--- config.mk ---
export PLATFORM = sky130hd
export DESIGN_NAME = sfcr_top
export DESIGN_NICKNAME = d
export VERILOG_FILES = /design/src/sfcr_pkg.sv /design/src/sfcr_top.sv
export VERILOG_INCLUDE_DIRS = /design/src
export SDC_FILE = /design/constraint.sdc
export NUM_CORES = 1
export LEC_CHECK = 0
export BUFFER_PORTS_ARGS = -buffer_cell sky130_fd_sc_hd__buf_4
export CORE_MARGIN = 5
export CORE_UTILIZATION = 33
export DETAILED_ROUTE_END_ITERATION = 12
export PLACE_DENSITY = 0.48
export REMOVE_ABC_BUFFERS = 1
export SYNTH_ARGS = -nofsm -noshare
export SYNTH_HDL_FRONTEND = slang
export SYNTH_SLANG_ARGS = --single-unit
--- constraint.sdc ---
create_clock -name CLK_IN -period 2.2 [get_ports CLK_IN]
set_input_delay 0.22 -clock CLK_IN [delete_from_list [all_inputs] [get_ports CLK_IN]]
set_output_delay 0.22 -clock CLK_IN [all_outputs]
set_load 0.02 [all_outputs]
--- src/sfcr_regs.svh ---
/*
 * Bit positions, target codes and field layouts of the synthesizer
 * configuration words. Assumes words are 32 bits, DB31 first.
 */
`ifndef SFCR_REGS_SVH
`define SFCR_REGS_SVH

`define SFCR_WORD_W        32
`define SFCR_SEL_W         3
`define SFCR_SEL_INTFRAC   3'h0
`define SFCR_SEL_PHASE     3'h1
`define SFCR_SEL_MODREF    3'h2
`define SFCR_SEL_FUNC      3'h3
`define SFCR_SEL_CLKDIV    3'h4
// Integer/fraction word
`define SFCR_FRACTIONAL_NUMERATOR_LSB      3
`define SFCR_INT_LSB       15
`define SFCR_TSEL_LSB      27
// Phase word
`define SFCR_PHASE_LSB     3
// Modulus/reference word
`define SFCR_MOD_LSB       3
`define SFCR_RCNT_LSB      15
`define SFCR_DBL_BIT       20
`define SFCR_HALF_BIT      21
`define SFCR_PRESC_BIT     22
`define SFCR_CPI_LSB       24
`define SFCR_CSR_BIT       28
`define SFCR_NOISE_LSB     29
// Function word
`define SFCR_CNTRST_BIT    3
`define SFCR_HIZ_BIT       4
`define SFCR_PDN_BIT       5
`define SFCR_POL_BIT       6
`define SFCR_LDP_BIT       7
`define SFCR_SDRST_BIT     14
// Clock-divider word
`define SFCR_CDIV_LSB      7
`define SFCR_CDMODE_LSB    19
// Noise/spur mode codes
`define SFCR_NOISE_LOWNOISE 2'h0
`define SFCR_NOISE_LOWSPUR  2'h3

`endif

--- src/sfcr_pkg.sv ---
/*
 * Types for the synthesizer configuration bank.
 * Assumes nothing beyond the constants header.
 */
package sfcr_pkg;
    typedef enum logic [1:0] {
        SFCR_CD_OFF      = 2'h0,
        SFCR_CD_FASTLOCK = 2'h1,
        SFCR_CD_RESYNC   = 2'h2,
        SFCR_CD_RSVD     = 2'h3
    } sfcr_cdmode_t;
endpackage

--- src/sfcr_top.sv ---
/*
 * Serial-loaded configuration bank of a fractional-N synthesizer.
 * Assumes the three serial pins are asynchronous to CLK_IN and that the
 * serial clock is slow enough to be sampled after two flip-flops.
 */
// Functional notes
// - code 000 updates integer/fraction word
// - 12-bit integer divide value output
// - 12-bit fractional numerator to interpolator
// - test output select from DB30..DB27
// - code 001 loads 12-bit phase word
// - phase step is full turn over modulus
// - code 010 updates modulus/reference word
// - noise mode DB30:29, lowest spur dithers
// - lowest noise disables dither, quiet pump
// - slip reduction enable bit drives output
// - pump current from DB27..DB24
// - halving bit inserts toggle stage
// - DB20 selects reference doubler
// - 5-bit reference counter, ratio 1..32
// - 12-bit modulus as fraction denominator
// - divider mode DB20:19, count DB18..7
// - code 011 loads function word bits
// - buffered settings apply at next int write
// - 32 bits MSB first, latch on strobe
// - divider mode off, fast-lock, resync
`timescale 1ns/10ps
`include "sfcr_regs.svh"

module sfcr_top (
    // Clock and reset
    input  wire logic        CLK_IN,
    input  wire logic        SRST_IN,
    // Serial load pins
    input  wire logic        SER_DATA_IN,
    input  wire logic        SER_CLK_IN,
    input  wire logic        LOAD_STROBE_IN,
    // Feedback divider settings
    output logic      [11:0] INT_VALUE_OUT,
    output logic      [11:0] FRACTIONAL_NUMERATOR_OUT,
    output logic      [11:0] FRACTIONAL_MODULUS_OUT,
    output logic      [11:0] PHASE_WORD_OUT,
    output logic       [3:0] TEST_OUTPUT_SELECT_OUT,
    output logic             INT_WRITE_PULSE_OUT,
    // Noise and pump settings
    output logic       [1:0] NOISE_MODE_OUT,
    output logic             DITHER_ENABLE_OUT,
    output logic             PUMP_LOW_NOISE_OUT,
    output logic             SLIP_REDUCTION_ENABLE_OUT,
    output logic       [3:0] PUMP_CURRENT_FIELD_OUT,
    output logic             PRESCALER_89_OUT,
    // Reference path settings
    output logic             REFERENCE_HALVING_OUT,
    output logic             REF_DOUBLER_OUT,
    output logic             REF_BOTH_EDGES_OUT,
    output logic       [5:0] REF_DIVIDE_RATIO_OUT,
    // Function settings
    output logic             COUNTER_RESET_OUT,
    output logic             PUMP_HIGH_IMPEDANCE_OUT,
    output logic             POWER_DOWN_OUT,
    output logic             DETECTOR_POLARITY_OUT,
    output logic             LOCK_PRECISION_SELECT_OUT,
    output logic             MODULATOR_RESET_PULSE_OUT,
    // Clock divider settings
    output sfcr_pkg::sfcr_cdmode_t CLK_DIV_MODE_OUT,
    output logic      [11:0] CLK_DIV_COUNT_OUT
);

    // Synchronisers for the three pins
    logic [1:0]  dat_s_r;
    logic [1:0]  sck_s_r;
    logic [1:0]  ld_s_r;
    logic        sck_d_r;
    logic        ld_d_r;
    logic [31:0] shift_r;

    // Active and pending (double-buffered) copies
    logic [31:0] w0_r;
    logic [31:0] w1_pend_r;
    logic [31:0] w2_pend_r;
    logic [31:0] w1_r;
    logic [31:0] w2_r;
    logic [31:0] w3_r;
    logic [31:0] w4_r;
    logic        int_pulse_r;
    logic        sdrst_pulse_r;

    wire sck_rise = sck_s_r[1] & ~sck_d_r;
    wire ld_rise  = ld_s_r[1] & ~ld_d_r;
    wire [2:0] sel = shift_r[2:0];
    wire wr0 = ld_rise && sel == `SFCR_SEL_INTFRAC;
    wire wr1 = ld_rise && sel == `SFCR_SEL_PHASE;
    wire wr2 = ld_rise && sel == `SFCR_SEL_MODREF;
    wire wr3 = ld_rise && sel == `SFCR_SEL_FUNC;
    wire wr4 = ld_rise && sel == `SFCR_SEL_CLKDIV;
    // Codes 101..111 match none of the strobes above

    always_ff @(posedge CLK_IN) begin
        dat_s_r <= {dat_s_r[0], SER_DATA_IN};
        sck_s_r <= {sck_s_r[0], SER_CLK_IN};
        ld_s_r  <= {ld_s_r[0], LOAD_STROBE_IN};
        sck_d_r <= sck_s_r[1];
        ld_d_r  <= ld_s_r[1];
    end

    // Shift on serial clock rising edge, MSB first
    always_ff @(posedge CLK_IN) begin
        if (SRST_IN) begin
            shift_r <= 32'h0;
        end else if (sck_rise) begin
            shift_r <= {shift_r[30:0], dat_s_r[1]};
        end
    end

    always_ff @(posedge CLK_IN) begin
        if (SRST_IN) begin
            w0_r          <= 32'h0;
            w1_pend_r     <= 32'h0;
            w2_pend_r     <= 32'h0;
            w1_r          <= 32'h0;
            w2_r          <= 32'h0;
            w3_r          <= 32'h0;
            w4_r          <= 32'h0;
            int_pulse_r   <= 1'b0;
            sdrst_pulse_r <= 1'b0;
        end else begin
            int_pulse_r   <= wr0;
            sdrst_pulse_r <= wr0 && !w3_r[`SFCR_SDRST_BIT];
            if (wr1) begin
                w1_pend_r <= shift_r;
            end
            if (wr2) begin
                w2_pend_r <= shift_r;
            end
            if (wr3) begin
                w3_r <= shift_r;
            end
            if (wr4) begin
                w4_r <= shift_r;
            end
            // Buffered settings move to active on integer write
            if (wr0) begin
                w0_r <= shift_r;
                w1_r <= w1_pend_r;
                w2_r <= w2_pend_r;
            end
        end
    end

    // Unbuffered fields of the modulus word act at once
    wire [1:0] noise_mode = w2_pend_r[`SFCR_NOISE_LSB +: 2];

    // Field extraction
    assign INT_VALUE_OUT = w0_r[`SFCR_INT_LSB +: 12];
    assign FRACTIONAL_NUMERATOR_OUT = w0_r[`SFCR_FRACTIONAL_NUMERATOR_LSB +: 12];
    assign TEST_OUTPUT_SELECT_OUT = w0_r[`SFCR_TSEL_LSB +: 4];
    assign INT_WRITE_PULSE_OUT = int_pulse_r;
    // Phase step is one modulus unit of a full turn
    assign PHASE_WORD_OUT = w1_r[`SFCR_PHASE_LSB +: 12];
    assign FRACTIONAL_MODULUS_OUT = w2_r[`SFCR_MOD_LSB +: 12];
    assign NOISE_MODE_OUT = noise_mode;
    assign DITHER_ENABLE_OUT = noise_mode == `SFCR_NOISE_LOWSPUR;
    // Lowest noise: no dither and quiet pump region
    assign PUMP_LOW_NOISE_OUT = noise_mode == `SFCR_NOISE_LOWNOISE;
    assign SLIP_REDUCTION_ENABLE_OUT = w2_pend_r[`SFCR_CSR_BIT];
    assign PUMP_CURRENT_FIELD_OUT = w2_r[`SFCR_CPI_LSB +: 4];
    assign PRESCALER_89_OUT = w2_pend_r[`SFCR_PRESC_BIT];
    assign REFERENCE_HALVING_OUT = w2_r[`SFCR_HALF_BIT];
    assign REF_DOUBLER_OUT = w2_r[`SFCR_DBL_BIT];
    assign REF_BOTH_EDGES_OUT = w2_r[`SFCR_DBL_BIT];
    // Field value 0 means divide by 32
    assign REF_DIVIDE_RATIO_OUT = (w2_r[`SFCR_RCNT_LSB +: 5] == 5'h0)
        ? 6'h20 : {1'b0, w2_r[`SFCR_RCNT_LSB +: 5]};
    assign COUNTER_RESET_OUT = w3_r[`SFCR_CNTRST_BIT];
    assign PUMP_HIGH_IMPEDANCE_OUT = w3_r[`SFCR_HIZ_BIT]
        | w3_r[`SFCR_PDN_BIT];
    assign POWER_DOWN_OUT = w3_r[`SFCR_PDN_BIT];
    assign DETECTOR_POLARITY_OUT = w3_r[`SFCR_POL_BIT];
    assign LOCK_PRECISION_SELECT_OUT = w3_r[`SFCR_LDP_BIT];
    assign MODULATOR_RESET_PULSE_OUT = sdrst_pulse_r;
    // Mode 00 none, 01 fast-lock, 10 resync
    assign CLK_DIV_MODE_OUT =
        sfcr_pkg::sfcr_cdmode_t'(w4_r[`SFCR_CDMODE_LSB +: 2]);
    assign CLK_DIV_COUNT_OUT = w4_r[`SFCR_CDIV_LSB +: 12];

endmodule

==> results_dict.tcl <==
set metrics [dict create \
    overflow 0 \
    cp.required_ns 1.98 \
    cts_root_buf "clkbuf_16" \
    synth_top_area_share_pct 51.8 \
    dr.pass1.iters 4 \
    setup_ws_ns 0.483 \
    min_path_cells 2 \
    grt_max_degree 64 \
    slew_viol_final 0 \
    final_nets 679 \
    path_cells "or4_1 > nor2_1 > buf_4" \
    fp.dieH_um 148 \
    whs_endpoint "shift_r[29]$_SDFFE_PP0P_" \
    fill_cells 1834 \
    design.core.area_mm2 0.0188 \
    ctsResizeCount 0 \
    place_inst 886 \
    die_area_mm2 0.0219 \
    synth-seq-cells 163 \
    max_cap_violations 0 \
    pwr_density_cell_mw_per_mm2 816 \
    drc_errors 0 \
    r2r_cells 4 \
    critPathBufInv 1 \
    clock_latency_ns 0.42 \
    reg2reg_to "w1_r[9]$_SDFFE_PP0P_" \
    rsz0062_at_grt "false" \
    syn_to_final_growth_pct 23.1 \
    synth_top_family_by_area "simple AND/OR/NAND/NOR gates" \
    r2r_slack_ns 0.57 \
    final_common_cell "dfxtp_1" \
    final_cell_area_mm2 0.00775 \
    start_util_pct 33.5 \
    grt_pass1_vias 4251 \
    drt_iter0_drc 177 \
    comb_power_share_pct 3.4 \
    status "completed" \
    critical_path.max_fanout 3 \
    stdcell_count 921 \
    cts_max_level 4 \
    ys_top_cells_by_area "dfxtp_1, mux2i_1, nand2b_1" \
    final_cell_mix "dfxtp_1, nand2b_1, mux2i_1, buf_4, nand2_1" \
    internal-power_w 0.00502 \
    hp-start "SRST_IN" \
    hold_path_class "in -> reg" \
    grt_antenna_before_repair 0 \
    seqPwrFrac_pct 47.0 \
    worst_clock_skew_ns 0.00686 \
    tns_ns 0 \
    clk_pin_slew_worst_paths_ns 0.06 \
    p_leak_nw 3.39 \
    grt_first_pass_wirelength_um 21900 \
    period_share_pct 78.1 \
    cp-end-kind "primary output" \
    grtUsageTotal_pct 12.5 \
    total_power_w 0.00632 \
    gp_congestion 0.686 \
    drive_gt1_share_pct 21.0 \
    wl_per_cell_um 14.5 \
    irDropWorstVdd_mv 0.507 \
    ant_nets 0 \
    yosysTopAreaCell "dfxtp_1" \
    cts_buffers 17 \
    dp_hpwl_um 8780 \
    cts_tree "yes" \
    maxSlewHeadroom_pct 49.7 \
    critPathArrivalTime_ns 1.50 \
    clock_sinks 163 \
    synthesis.area_mm2 0.00629 \
    hold_viol_final 0 \
    cp_slowest_cell "or4_1" \
    synth-compound-area-share_pct 2.54 \
    netlist_instances 611 \
    num_rows 50 \
    synth-xor-area-share_pct 0 \
    dpl-instance-area_mm2 0.00708 \
    diodes 0 \
    vias 4202 \
    pre_cts_ws_ns 0.535 \
    critical_path_class "reg -> out" \
    start_kind "flop" \
    finalSetupViolCount 0 \
    ys_warn_count 0 \
    reg2reg_from "ld_s_r[1]$_DFF_P_" \
    syn_avg_cell_area_um2 10.3 \
    synth-simple-area-share_pct 20.8 \
    vias_per_cell 4.56 \
    switching_share_pct 20.6 \
    max_freq_mhz 582 \
    tightest_slew_ns 0.753 \
    yosys.area_share.adder_pct 0 \
    fin_crit_ns 1.72 \
    clockPowerShare_pct 49.6 \
    yosysUniqueCellTypes 23 \
    cp_slowest_stage_delay_ns 0.52 \
    clockBufferDepth 2 \
    crit_family "simple AND/OR/NAND/NOR gates" \
    ioPinCount 97 \
    p_switching_w 0.00130 \
    ys_seq_area_share_pct 51.8 \
    port_buffers 96 \
    wirelength_um 13300 \
    die_w_um 148 \
    muxShareOfSynthArea_pct 19.2 \
]
[flip-flops by register name, summed over array words and instances, names as in the netlist]
register	count
w0_r	28
MODULATOR_RESET_PULSE_OUT	1
w1_r	12
w4_r	14
dat_s_r	2
shift_r	31
sck_s_r	2
w3_r	6
w2_pend_r	27
ld_d_r	1
w1_pend_r	12
w2_r	23
INT_WRITE_PULSE_OUT	1
ld_s_r	2
sck_d_r	1
[through the flow]
step / util, % / hold slack [ns]
5_1_grt: 41.3 / 0.279
4_1_cts: 41.3 / 0.251
2_1_floorplan: - / 0.248
3_5_place_dp: 37.7 / 0.316
6_report: 41.3 / 0.262
3_3_place_gp: 37.7 / 0.314
[worst max path at each step]
stage	slack [ns]	to	startpoint	depth (start not counted)
2_1_floorplan	-0.44	w0_r[10]$_SDFFE_PP0P_	shift_r[2]$_SDFFE_PP0P_	3
3_3_place_gp	0.63	w0_r[8]$_SDFFE_PP0P_	shift_r[2]$_SDFFE_PP0P_	4
3_5_place_dp	0.54	w1_r[9]$_SDFFE_PP0P_	shift_r[2]$_SDFFE_PP0P_	4
4_1_cts	0.44	REF_DIVIDE_RATIO_OUT[5]	w2_r[16]$_SDFFE_PP0P_	3
5_1_grt	0.37	REF_DIVIDE_RATIO_OUT[5]	w2_r[16]$_SDFFE_PP0P_	3
6_report	0.48	REF_DIVIDE_RATIO_OUT[5]	w2_r[16]$_SDFFE_PP0P_	3
[per-layer routing]
layer	global-route usage, %	vias to the layer above	wire, um
met5	0	-	0
met4	4.48	0	220
met3	3.81	15	624
met2	20.1	89	6280
met1	15.9	1995	6200
li1	-	2103	-
[synth_stat cells]
library cell,count
a21oi_1,31
and2_1,2
and3b_1,2
buf_2,7
buf_4,21
buf_6,3
clkbuf_1,33
dfxtp_1,163
mux2i_1,121
nand2_1,63
nand2b_1,150
nand3_1,1
nand3b_1,2
nand4b_1,1
nand4b_2,1
nor2_1,3
nor2_2,1
nor2b_1,1
nor3_1,1
nor3b_4,1
o21ai_0,1
or2_2,1
or4_1,1
[cell type report]
type / instances / area [um^2] / area share [%]
Tap cell: 234 / 293 / 3.78
Clock buffer: 19 / 453 / 5.85
Clock inverter: 13 / 183 / 2.36
Timing Repair Buffer: 108 / 856 / 11.0
Sequential cell: 163 / 3260 / 42.1
Multi-Input combinational cell: 384 / 2700 / 34.8
[power by group through the flow]
stage	logic [W]	registers, W	clock network (W)
after floorplan	0.000131	0.00303	0
after global placement	0.000212	0.00303	0
after detailed placement	0.000215	0.00303	0
after CTS	0.000219	0.00297	0.00323
after global routing	0.000229	0.00297	0.00334
final	0.000215	0.00297	0.00314
[timing repair]
action	4_1_cts	5_1_grt
hold buffers	3	0
setup buffers	0	0
endpoints found under the hold margin	3	0
[logic make-up after synthesis]
kind of cell,Yosys count
mux,121
simple gates,231
flops,163
buf+inv,64
compound gates,32
No activity file was read; power rests on OpenSTA's default activity.
